### src/hw/lqm_pkg.sv
// Constants, types and register map of the link quality monitor.
// Assumes one 100 MHz clock shared with the receiver DSP and link logic.
//
// What this block does
// Monitoring runs only while enabled and a valid 100 Mb link exists.
// A threshold at its range extreme (max high, min low) never violates.
// A violation raises the interrupt only when its mask bit is set.
// Reading control/status clears all warnings and re-arms the interrupt.
// Frequency control violation with its restart bit restarts DSP adaption.
// Frequency offset violation with its restart bit restarts DSP adaption.
// Baseline wander violation with its restart bit restarts DSP adaption.
// Digital gain violation with its restart bit restarts DSP adaption.
// Equalizer coefficient violation with its restart bit restarts DSP adaption.
// A restart also drops link status unless signal-detect option is set.
// Frequency control high and low warnings set on violation, clear on read.
// Frequency offset high and low warnings set on violation, clear on read.
// Baseline wander high and low warnings set on violation, clear on read.
// Digital gain high and low warnings set on violation, clear on read.
// Equalizer coefficient high and low warnings set on violation, clear on read.
// Parameter codes 000 to 100; level bit 0 low, 1 high threshold.
// A warning stays set until the next control/status read.
// Low and high limits are compared independently and continuously.

package lqm_pkg;
	localparam int          ADDR_W  = 8;
	localparam int          DATA_W  = 16;
	localparam int          VAL_W   = 8;
	localparam int          NPARAM  = 5;
	localparam int          WARN_W  = 2 * NPARAM;
	localparam int          IRQ_W   = 2;

	// ----------------------------------------------------------------
	// Register map
	// ----------------------------------------------------------------
	localparam logic [7:0]  ADDR_CTRL_STATUS = 8'h1d;
	localparam logic [7:0]  ADDR_THRESHOLD   = 8'h20;
	localparam logic [7:0]  ADDR_IRQ_STATUS  = 8'h21;
	localparam logic [7:0]  ADDR_IRQ_MASK    = 8'h22;

	// ----------------------------------------------------------------
	// Field positions
	// ----------------------------------------------------------------
	localparam int          BIT_ENABLE       = 15;
	localparam int          RESTART_LSB      = 10;
	localparam int          THR_SEL_LSB      = 9;
	localparam int          THR_LVL_BIT      = 8;
	localparam int          IRQ_BIT_VIOL     = 0;
	localparam int          IRQ_BIT_RESTART  = 1;

	// ----------------------------------------------------------------
	// Reset values and extremes
	// ----------------------------------------------------------------
	localparam logic [7:0]  THR_LOW_MIN      = 8'h00;
	localparam logic [7:0]  THR_HIGH_MAX     = 8'hff;

	typedef enum logic [2:0] {
		PARAM_EQ_COEFF, PARAM_DIG_GAIN, PARAM_BASE_WANDER, PARAM_FREQ_OFFSET, PARAM_FREQ_CTRL
	} lqm_param_e_t;

	typedef logic [VAL_W-1:0] lqm_val_t;

	typedef struct packed {
		lqm_val_t [NPARAM-1:0] val;
	} lqm_dsp_t;

	typedef struct packed {
		logic              we;
		logic              re;
		logic [ADDR_W-1:0] addr;
		logic [DATA_W-1:0] wdata;
	} lqm_bus_req_t;
endpackage

### src/hw/lqm_monitor.sv
// Link quality monitor: threshold compare, warnings, restart and interrupt.
// Assumes DSP values, link valid and signal-detect option come from ref_clk logic.
//
// Our own choice: the address-and-strobe port.
`timescale 1ns/1ns

module lqm_monitor (
	// Clock and reset
	input  wire logic                          ref_clk,
	input  wire logic                          reset_n,
	// Register port
	input  wire lqm_pkg::lqm_bus_req_t         bus_req,
	output logic [lqm_pkg::DATA_W-1:0]         bus_rdata,
	// Receiver side
	input  wire lqm_pkg::lqm_dsp_t             dsp_values,
	input  wire logic                          link_valid_100,
	input  wire logic                          signal_detect_option,
	output logic                               dsp_restart,
	output logic                               link_drop,
	// Interrupt
	output logic                               irq
);
	// ----------------------------------------------------------------
	// Reset release
	// ----------------------------------------------------------------
	logic                          rst_meta_q;
	logic                          rst_n_q;

	always_ff @(posedge ref_clk or negedge reset_n) begin
		if (!reset_n) begin
			rst_meta_q <= 1'b0;
			rst_n_q    <= 1'b0;
		end else begin
			rst_meta_q <= 1'b1;
			rst_n_q    <= rst_meta_q;
		end
	end

	// ----------------------------------------------------------------
	// State
	// ----------------------------------------------------------------
	logic                          enable_q;
	logic [lqm_pkg::NPARAM-1:0]    restart_en_q;
	logic [lqm_pkg::WARN_W-1:0]    warn_q;
	logic [lqm_pkg::WARN_W-1:0]    warn_d;
	lqm_pkg::lqm_val_t             thr_lo_q [lqm_pkg::NPARAM];
	lqm_pkg::lqm_val_t             thr_hi_q [lqm_pkg::NPARAM];
	logic [2:0]                    thr_sel_q;
	logic                          thr_lvl_q;
	logic                          armed_q;
	logic                          armed_d;
	logic [lqm_pkg::IRQ_W-1:0]     istat_q;
	logic [lqm_pkg::IRQ_W-1:0]     istat_d;
	logic [lqm_pkg::IRQ_W-1:0]     imask_q;
	logic [lqm_pkg::DATA_W-1:0]    rdata_q;
	logic [lqm_pkg::DATA_W-1:0]    rdata_d;
	logic                          restart_q;
	logic                          drop_q;

	// ----------------------------------------------------------------
	// Decode
	// ----------------------------------------------------------------
	function automatic logic hit(input logic [lqm_pkg::ADDR_W-1:0] a,
		input logic [lqm_pkg::ADDR_W-1:0] r);
		hit = (a == r);
	endfunction

	wire                           rd_ctrl   = bus_req.re & hit(bus_req.addr,
		lqm_pkg::ADDR_CTRL_STATUS);
	wire                           wr_ctrl   = bus_req.we & hit(bus_req.addr,
		lqm_pkg::ADDR_CTRL_STATUS);
	wire                           wr_thr    = bus_req.we & hit(bus_req.addr,
		lqm_pkg::ADDR_THRESHOLD);
	wire                           wr_istat  = bus_req.we & hit(bus_req.addr,
		lqm_pkg::ADDR_IRQ_STATUS);
	wire                           wr_imask  = bus_req.we & hit(bus_req.addr,
		lqm_pkg::ADDR_IRQ_MASK);
	wire [2:0]                     wr_sel    = bus_req.wdata[lqm_pkg::THR_SEL_LSB +: 3];
	wire                           wr_lvl    = bus_req.wdata[lqm_pkg::THR_LVL_BIT];
	wire lqm_pkg::lqm_val_t        wr_val    = bus_req.wdata[lqm_pkg::VAL_W-1:0];

	// ----------------------------------------------------------------
	// Compare
	// ----------------------------------------------------------------
	wire                           active    = enable_q & link_valid_100;
	logic [lqm_pkg::WARN_W-1:0]    viol;
	logic [lqm_pkg::WARN_W-1:0]    disabled;
	logic [lqm_pkg::NPARAM-1:0]    restart_hit;

	for (genvar i = 0; i < lqm_pkg::NPARAM; i++) begin : g_param
		// Extreme thresholds are off; low and high judged separately
		assign disabled[2*i]     = (thr_lo_q[i] == lqm_pkg::THR_LOW_MIN);
		assign disabled[2*i+1]   = (thr_hi_q[i] == lqm_pkg::THR_HIGH_MAX);
		assign viol[2*i]         = active & ~disabled[2*i]
			& (dsp_values.val[i] < thr_lo_q[i]);
		assign viol[2*i+1]       = active & ~disabled[2*i+1]
			& (dsp_values.val[i] > thr_hi_q[i]);
		// Restart once per new warning of this parameter
		assign restart_hit[i]    = restart_en_q[i]
			& |(viol[2*i +: 2] & ~warn_q[2*i +: 2]);

		always_ff @(posedge ref_clk or negedge rst_n_q) begin
			if (!rst_n_q) begin
				thr_lo_q[i] <= lqm_pkg::THR_LOW_MIN;
				thr_hi_q[i] <= lqm_pkg::THR_HIGH_MAX;
			end else if (wr_thr && wr_sel == 3'(i)) begin
				if (wr_lvl)
					thr_hi_q[i] <= wr_val;
				else
					thr_lo_q[i] <= wr_val;
			end
		end
	end

	// ----------------------------------------------------------------
	// Warnings, interrupt, restart
	// ----------------------------------------------------------------
	// New violation wins over the clearing read
	assign warn_d      = (rd_ctrl ? '0 : warn_q) | viol;
	wire   viol_event  = armed_q & (|viol);
	wire   restart_any = |restart_hit;
	assign armed_d     = rd_ctrl | (armed_q & ~viol_event);
	assign istat_d     = (istat_q & ~(wr_istat ? bus_req.wdata[lqm_pkg::IRQ_W-1:0] : '0))
		| {restart_any, viol_event};

	wire [lqm_pkg::VAL_W-1:0] sel_thr = (thr_sel_q >= 3'(lqm_pkg::NPARAM)) ? '0 :
		thr_lvl_q ? thr_hi_q[thr_sel_q] : thr_lo_q[thr_sel_q];

	assign rdata_d = !bus_req.re ? '0 :
		hit(bus_req.addr, lqm_pkg::ADDR_CTRL_STATUS) ?
			{enable_q, restart_en_q, warn_q} :
		hit(bus_req.addr, lqm_pkg::ADDR_THRESHOLD) ?
			{4'h0, thr_sel_q, thr_lvl_q, sel_thr} :
		hit(bus_req.addr, lqm_pkg::ADDR_IRQ_STATUS) ?
			{{(lqm_pkg::DATA_W-lqm_pkg::IRQ_W){1'b0}}, istat_q} :
		hit(bus_req.addr, lqm_pkg::ADDR_IRQ_MASK) ?
			{{(lqm_pkg::DATA_W-lqm_pkg::IRQ_W){1'b0}}, imask_q} : '0;

	// Software-written control
	always_ff @(posedge ref_clk or negedge rst_n_q) begin
		if (!rst_n_q) begin
			enable_q     <= 1'b0;
			restart_en_q <= '0;
		end else if (wr_ctrl) begin
			enable_q     <= bus_req.wdata[lqm_pkg::BIT_ENABLE];
			restart_en_q <= bus_req.wdata[lqm_pkg::RESTART_LSB +: lqm_pkg::NPARAM];
		end
	end

	always_ff @(posedge ref_clk or negedge rst_n_q) begin
		if (!rst_n_q) begin
			thr_sel_q <= 3'h0;
			thr_lvl_q <= 1'b0;
		end else if (wr_thr) begin
			thr_sel_q <= wr_sel;
			thr_lvl_q <= wr_lvl;
		end
	end

	always_ff @(posedge ref_clk or negedge rst_n_q) begin
		if (!rst_n_q)
			imask_q <= '0;
		else if (wr_imask)
			imask_q <= bus_req.wdata[lqm_pkg::IRQ_W-1:0];
	end

	// Sticky status
	always_ff @(posedge ref_clk or negedge rst_n_q) begin
		if (!rst_n_q) begin
			warn_q  <= '0;
			armed_q <= 1'b1;
			istat_q <= '0;
		end else begin
			warn_q  <= warn_d;
			armed_q <= armed_d;
			istat_q <= istat_d;
		end
	end

	// Registered outputs
	always_ff @(posedge ref_clk or negedge rst_n_q) begin
		if (!rst_n_q) begin
			rdata_q   <= '0;
			restart_q <= 1'b0;
			drop_q    <= 1'b0;
		end else begin
			rdata_q   <= rdata_d;
			restart_q <= restart_any;
			drop_q    <= restart_any & ~signal_detect_option;
		end
	end

	assign bus_rdata   = rdata_q;
	assign dsp_restart = restart_q;
	assign link_drop   = drop_q;
	assign irq         = |(istat_q & imask_q);
endmodule

### config.mk
export PLATFORM = sky130hd
export DESIGN_NAME = lqm_monitor
export DESIGN_NICKNAME = d
export VERILOG_FILES = /design/src/hw/lqm_pkg.sv /design/src/hw/lqm_monitor.sv
export SDC_FILE = /design/constraint.sdc
export NUM_CORES = 1
export LEC_CHECK = 0
export ABC_AREA = 1
export BUFFER_PORTS_ARGS = -buffer_cell sky130_fd_sc_hd__buf_2
export CAP_MARGIN = 0
export CORE_ASPECT_RATIO = 1.25
export CORE_UTILIZATION = 55
export DETAILED_ROUTE_END_ITERATION = 10
export PLACE_DENSITY = 0.75
export REMOVE_ABC_BUFFERS = 1
export SYNTH_ARGS = -nofsm -noshare
export SYNTH_HDL_FRONTEND = slang
export SYNTH_SLANG_ARGS = --single-unit
### constraint.sdc
create_clock -name ref_clk -period 4.34 [get_ports ref_clk]
set_input_delay 1.085 -clock ref_clk [delete_from_list [all_inputs] [get_ports ref_clk]]
set_output_delay 1.085 -clock ref_clk [all_outputs]
set_load 0.02 [all_outputs]
==> metrics.md, run 1 <==
| Metric | Value |
|---|---|
| Slew Viols, Final | `0` |
| Min-Delay Path Class | `reg2reg` |
| Cell family with most CP delay | `simple AND/OR/NAND/NOR gates` |
| Crit end category | `register` |
| # H-tree levels | `4` |
| Vias | `7275` |
| GRT Residual Overflow | `0` |
| RSZ-0062 raised after global routing | `no` |
| WL final | `22300 microns` |
| Total track usage | `30.7%` |
| First-pass GRT wire length | `35400 microns` |
| Num rows | `49` |
| Detailed-placement wirelength estimate | `16600 microns` |
| CP max stage cell | `nor2_1` |
| Number of synthesized flops with an enable pin | `0` |
| Final core occ | `64.0%` |
| Mapped cell area | `8110 sq um` |
| Final GP Congestion | `0.891` |
| Total power draw | `2.95 mW` |
| Status | `completed` |
| Cells resized by post-CTS repair | `0` |
| Core ar. | `14400 sq um` |
| Max-Cap Viols | `0` |
| Hold Crit Depth | `0` |
| WHS Endpoint | `rst_n_q` |
| Critical path's most frequent cell | `nor2_1` |
| Die H | `138 microns` |
| P_leak | `4.31 nW` |
| Drt pass-1 iters | `5` |
| Kind of critical path | `in2reg` |
| Slew @ Worst Pin | `0.841 ns` |
| Crit path max fanout | `12` |
| Final Instance Area | `9220 sq um` |
| Number of CTS-inserted buffers | `17` |
| Clock buffer depth | `2` |
| Die area | `15200 sq um` |
| Peak VDD IR | `214 uV` |
| ANT cells | `0` |
| Post-route setup TNS | `0 ns` |
| Slew headroom | `43.7%` |
| Layout fillers | `1303` |
| Post-synth top flop | `dfrtp_1` |
| Post-synth top cells | `276 x nand2_1, 145 x inv_1, 84 x dfrtp_1` |
| CTS tree | `built` |
| Fin. Hold Viols | `0` |
| Most frequent cell after synthesis | `nand2_1` |
| Placement-stage cell area | `8630 sq um` |
| Critical hold path startpoint | `rst_meta_q` |
| Area fraction of the dominant cell type after synthesis | `25.9%` |
| Chip width | `111 microns` |
| DRC | `0` |
| Max frequency | `409 MHz` |
| Input/output buffers | `88` |
| Register-to-Register Path Depth | `12` |
| Crit-path max cell delay | `0.69 ns` |
| Clock Latency Late Sink | `0.43 ns` |
| Sequential element share of the synthesized area | `39.2%` |
| Io pins | `89` |
| Initial Util | `56.3%` |
| WP data arrival | `2.70 ns` |
| Skew final | `0.0117 ns` |
| Finished Layout Cells | `1307` |
| Antenna violations before repair | `0` |
| Crit path cell chain | `buf_2 -> or2_2 -> nor2_1 -> nand2_1 -> nor2_1 -> o21ai_0` |
| Critical path buffer and inverter count | `1` |
| Final setup fails | `0` |
| FF-to-FF End | `istat_q[1]` |
| Yosys Warn Count | `0` |
| Drt via density | `5.57` |
| Synthesized instance count | `1032` |
| Yosys reg bits | `125` |
| Average wire per standard cell | `17.0 microns` |
| Final net count | `1261` |
| Mean Syn Cell Area | `7.86 sq um` |
| Vias in the first global route | `6948` |
| Worst-path clk slew | `0.05 ns` |
| Share of cells above drive strength 1 | `19.9%` |
| Dominant cell type by area after synthesis | `dfrtp_1` |
| Area delta synth->final | `13.8%` |
| Min cycle time layout | `2.45 ns` |
| Root Buffer | `clkbuf_16` |
| Largest net degree at the start of global routing | `55` |
| Power Density | `320 nW/um^2` |
| R2r setup slk | `2.19 ns` |
| Placed Instances | `1275` |
| Startpoint types | `primary input` |
| Synth unique cells | `43` |
| Clock Sinks | `125` |
| Asr flop ratio synth | `100%` |
| DRT antenna net count | `0` |
| Setup Buffers After CTS | `0` |
| Crit share post-route | `56.4%` |
| Initial DRC Count | `459` |
| Worst EP required | `4.60 ns` |
| Reg2reg start | `thr_hi_q[31]` |
| Hold-fix buffers, CTS | `0` |
| Dominant cells by area after synthesis | `dfrtp_1 26%, dfstp_2 13%, nand2_1 13%, ha_1 12%, inv_1 6.7%` |
[how the worst max path moves through the flow]
stage,startpoint,to,cells after the start
4_1_cts,bus_req[17],restart_en_q[2],6
2_1_floorplan,rst_n_q,bus_rdata[0],0
3_3_place_gp,bus_req[17],restart_en_q[0],6
6_report,bus_req[17],restart_en_q[2],6
5_1_grt,bus_req[16],restart_en_q[2],7
3_5_place_dp,bus_req[17],restart_en_q[2],6
[worst register-to-register path, stage by stage, from the launching register on]
cell and delay, ns:
dfstp_2 0.58, inv_1 0.05, ha_1 0.28, nand2_1 0.07
nor2_1 0.14, and2_1 0.23, nor2_1 0.09, nand3_1 0.08
nand2_1 0.05, nand2_1 0.06, nand2_1 0.05, nor2_1 0.23
nand3_1 0.12
[layer usage]
layer  up-vias  track usage [%]  share of wire [%]
li1       3530                -                  -
met5         -                0                  0
met1      3368             36.0                 40
met4         0             17.9                4.9
met2       305             52.4                 49
met3        72             6.34                6.6
[sequential cells by signal, summed over array words and instances (netlist names)]
register / flops
enable_q: 1
thr_sel_q: 3
thr_lo_q: 40
rst_meta_q: 1
rst_n_q: 1
warn_q: 10
thr_hi_q: 40
thr_lvl_q: 1
restart_en_q: 5
armed_q: 1
imask_q: 2
dsp_restart: 1
istat_q: 2
link_drop: 1
bus_rdata: 16
[area by class of cell]
type / count / area [sq um] / area share [%]
Inverter: 154 / 591 / 6.40
Tap cell: 178 / 223 / 2.41
Clock buffer: 24 / 482 / 5.22
Multi-Input combinational cell: 725 / 4150 / 45.0
Timing Repair Buffer: 93 / 478 / 5.18
Sequential cell: 125 / 3180 / 34.5
Clock inverter: 8 / 115 / 1.25
[metrics by stage]
step | worst slack (ns) | hold WS (ns)
finish | 1.89 | 0.357
floorplan | 0.671 | 0.331
global route | 1.71 | 0.368
detailed placement | 1.46 | 0.347
global placement | 1.53 | 0.335
CTS | 1.89 | 0.359
[placed cells by master (no fill, tap or decap), types with 2 or more instances in the layout]
master     instances
dfstp_2           41
and2_1             4
a221oi_1           3
clkbuf_1           4
buf_2             88
inv_1            145
nand4_4            2
bufinv_16          3
nand3_1           32
a21o_1             2
o21ai_1           51
nand2_1          276
dfrtp_1           83
nand4_1           10
a21oi_1           49
ha_1              75
o21a_1             2
nor2_1            71
or2_2              2
o2111ai_1          5
nand3_4            8
clkinv_1           2
o211ai_1           4
clkbuf_16         17
nor3b_1            2
buf_4              5
clkbuf_8           3
nand2_2            5
o21ai_2           30
o21ai_0           70
nor3_1             2
inv_2              6
nor2_4             2
clkinv_2           5
o22ai_1            7
[power breakdown]
part / internal, mW / switching, mW
Combinational: 0.0975 / 0.190
Clock: 0.943 / 0.503
Sequential: 1.19 / 0.0252
[cells by family (layout without fill, tap and decap cells)]
| group | count (synthesis) | count (layout) | share of synthesized area [%] |
|---|---|---|---|
| AOI/OAI and AO/OA | 226 | 226 | 16.2 |
| adders and majority gates | 75 | 75 | 11.6 |
| buffers and inverters | 182 | 279 | 9.55 |
| DFF | 125 | 125 | 39.2 |
| other | 1 | 1 | 0.0463 |
| and+or+nand+nor | 423 | 423 | 23.4 |
Power figures use the tool's default switching activity.
==> inputs of run 2 (changes only) <==
--- a/config.mk
+++ b/config.mk
@@ -9,9 +9,9 @@
 export BUFFER_PORTS_ARGS = -buffer_cell sky130_fd_sc_hd__buf_2
 export CAP_MARGIN = 0
 export CORE_ASPECT_RATIO = 1.25
-export CORE_UTILIZATION = 55
+export CORE_UTILIZATION = 54
 export DETAILED_ROUTE_END_ITERATION = 10
-export PLACE_DENSITY = 0.75
+export PLACE_DENSITY = 0.76
 export REMOVE_ABC_BUFFERS = 1
 export SYNTH_ARGS = -nofsm -noshare
 export SYNTH_HDL_FRONTEND = slang
==> constraint.sdc (replaced) <==
create_clock -name ref_clk -period 2.15 [get_ports ref_clk]
set_input_delay 0.5375 -clock ref_clk [delete_from_list [all_inputs] [get_ports ref_clk]]
set_output_delay 0.5375 -clock ref_clk [all_outputs]
set_load 0.02 [all_outputs]
==> run 2 against run 1 <==
Effect of this change:
- the run now ends with DRC left
- first-iteration DRC count grew 1.3%
- count of clock-buffer cells in the layout is 1 higher
- sequential power up 100%
- hold slack lost 0.10 ns
- wire length down 4.9%
- sequential share of layout area is 0.82 points lower
==> metrics.md, run 2 (same netlist as run 1, synthesis figures left out) <==
| Metric | Value |
|---|---|
| Status | `complete, but fails checks (was completed)` |
| Failing checks | `DRC` |
| Share of cells above drive strength 1 | `22.0% (was 19.9%)` |
| Max frequency | `498 MHz` |
| Max-Cap Viols | `0 (unchanged)` |
| Vias | `7075 (was 7275)` |
| Clock buffer depth | `2 (unchanged)` |
| Core ar. | `14500 sq um (was 14400 sq um)` |
| Register area | `3180 sq um (about the same)` |
| Crit share post-route | `93.5%` |
| Layout fillers | `1246 (was 1303)` |
| Peak VDD IR | `433 uV (was 214 uV)` |
| First-pass GRT wire length | `33800 microns (was 35400 microns)` |
| Chip width | `112 microns (was 111 microns)` |
| Power Density | `641 nW/um^2 (was 320 nW/um^2)` |
| Crit path max fanout | `3 (was 12)` |
| Area delta synth->final | `16.6% (was 13.8%)` |
| Detailed-placement wirelength estimate | `16000 microns (was 16600 microns)` |
| Initial Util | `55.8% (was 56.3%)` |
| WP data arrival | `2.36 ns (was 2.70 ns)` |
| Total track usage | `28.6% (was 30.7%)` |
| Crit end category | `register (unchanged)` |
| Num rows | `49 (unchanged)` |
| Commonest non-fill, non-tap cells in the layout | `275 x nand2_1, 145 x inv_1, 88 x buf_2 (was 276 x nand2_1, 145 x inv_1, 88 x buf_2)` |
| DRT antenna net count | `0 (unchanged)` |
| Clock Latency Late Sink | `0.43 ns (about the same)` |
| Slew @ Worst Pin | `0.632 ns (was 0.841 ns)` |
| Clock Sinks | `125 (unchanged)` |
| Final setup fails | `0 (unchanged)` |
| Placement-stage cell area | `8790 sq um (was 8630 sq um)` |
| WL final | `21200 microns (was 22300 microns)` |
| Antenna violations before repair | `0 (unchanged)` |
| Slew Viols, Final | `0 (unchanged)` |
| Leading cell type in the layout, fill and taps excluded | `nand2_1 (unchanged)` |
| Final GP Congestion | `0.936 (was 0.891)` |
| Vias in the first global route | `6675 (was 6948)` |
| CTS tree | `built (unchanged)` |
| Largest net degree at the start of global routing | `42 (was 55)` |
| Final Instance Area | `9450 sq um (was 9220 sq um)` |
| Initial DRC Count | `465 (was 459)` |
| Worst-path clk slew | `0.06 ns (was 0.05 ns)` |
| Input/output buffers | `88 (unchanged)` |
| Final net count | `1279 (was 1261)` |
| Die area | `15500 sq um (was 15200 sq um)` |
| Fin. Hold Viols | `0 (unchanged)` |
| Startpoint types | `register (was primary input)` |
| Die H | `139 microns (was 138 microns)` |
| Min cycle time layout | `2.01 ns` |
| Area of the multi-input gates | `4180 sq um (was 4150 sq um)` |
| ANT cells | `0 (unchanged)` |
| # H-tree levels | `4 (unchanged)` |
| Kind of critical path | `reg2reg (was in2reg)` |
| Slew headroom | `57.9% (was 43.7%)` |
| Root Buffer | `clkbuf_16 (unchanged)` |
| GRT Residual Overflow | `0 (unchanged)` |
| Average wire per standard cell | `16.0 microns (was 17.0 microns)` |
| DRC | `4 (was 0)` |
| Setup Buffers After CTS | `0 (unchanged)` |
| P_leak | `4.43 nW (was 4.31 nW)` |
| Drt pass-1 iters | `8 (was 5)` |
| Io pins | `89 (unchanged)` |
| Skew final | `0.00516 ns (was 0.0117 ns)` |
| Total power draw | `6.06 mW (was 2.95 mW)` |
| Min-Delay Path Class | `in2reg (was reg2reg)` |
| Number of CTS-inserted buffers | `17 (unchanged)` |
| Drt via density | `5.34 (was 5.57)` |
| Worst EP required | `2.50 ns (was 4.60 ns)` |
==> run 2: report_power, final <==
part           switching (mW)  internal, mW  total (mW)
clock                    1.02          1.99        3.01
sequential             0.0441          2.40        2.45
combinational           0.387         0.217       0.604
==> run 2: metrics by stage <==
| stage | utilization, % | hold WS (ns) | setup TNS, ns | setup WS, ns | instances |
|---|---|---|---|---|---|
| floorplan | - | 0.242 | -149.37 | -1.52 | 1004 |
| global placement | 60.5 | 0.324 | 0 | 0.0351 | 1292 |
| detailed placement | 60.5 | 0.325 | 0 | 0.0142 | 1292 |
| CTS | 64.8 | 0.251 | 0 | 0.0678 | 1324 |
| global route | 65.0 | 0.250 | -0.0138 | -0.0120 | 1324 |
| finish | 65.0 | 0.257 | 0 | 0.140 | 1324 |
==> run 2: worst max-delay path, cell delays in order, from the launching register on <==
cell and delay, ns:
dfstp_2 0.54, inv_1 0.07, ha_1 0.29, nand2_1 0.09, nor2_1 0.04, and2_1 0.15, nor2_2 0.12, nand3_1 0.08
nand2_1 0.11, nand2_1 0.08, nand2_1 0.08, nor2_1 0.05, buf_4 0.13, a21oi_1 0.11
==> run 2: layout make-up <==
class	instances	share of cell area, %
Multi-Input combinational cell	725	44.2
Clock inverter	6	1.11
Inverter	154	6.25
Tap cell	178	2.36
Sequential cell	125	33.7
Timing Repair Buffer	111	6.91
Clock buffer	25	5.45
==> run 2: final timing paths <==
kind	start	to	slack, ns	cells past startpoint
setup / recovery	thr_hi_q[11]	link_drop	0.14	13
hold / removal	signal_detect_option	link_drop	0.26	2
setup reg to reg	thr_hi_q[11]	link_drop	0.14	13
hold reg to reg	rst_n_q	imask_q[1]	0.33	0
max in group asynchronous	rst_n_q	thr_hi_q[11]	1.08	1
min in group asynchronous	rst_n_q	imask_q[1]	0.33	0
==> run 2: repair_timing <==
action | in CTS | in global routing
endpoints found under the setup margin | 0 | 4
gates resized for setup | 0 | 10
hold endpoints to repair | 2 | 0
hold buffers | 1 | 0
==> run 2: per-layer routing <==
metal  global-route usage (%)  vias to the layer above  wire, microns  part of all wire (%)
li1                         -                     3576              -                     -
met1                     35.8                     3218           8760                    41
met2                     48.8                      234          10500                    49
met3                     5.11                       47           1290                   6.1
met4                     11.8                        0            664                   3.1
met5                        0                        -              0                     0
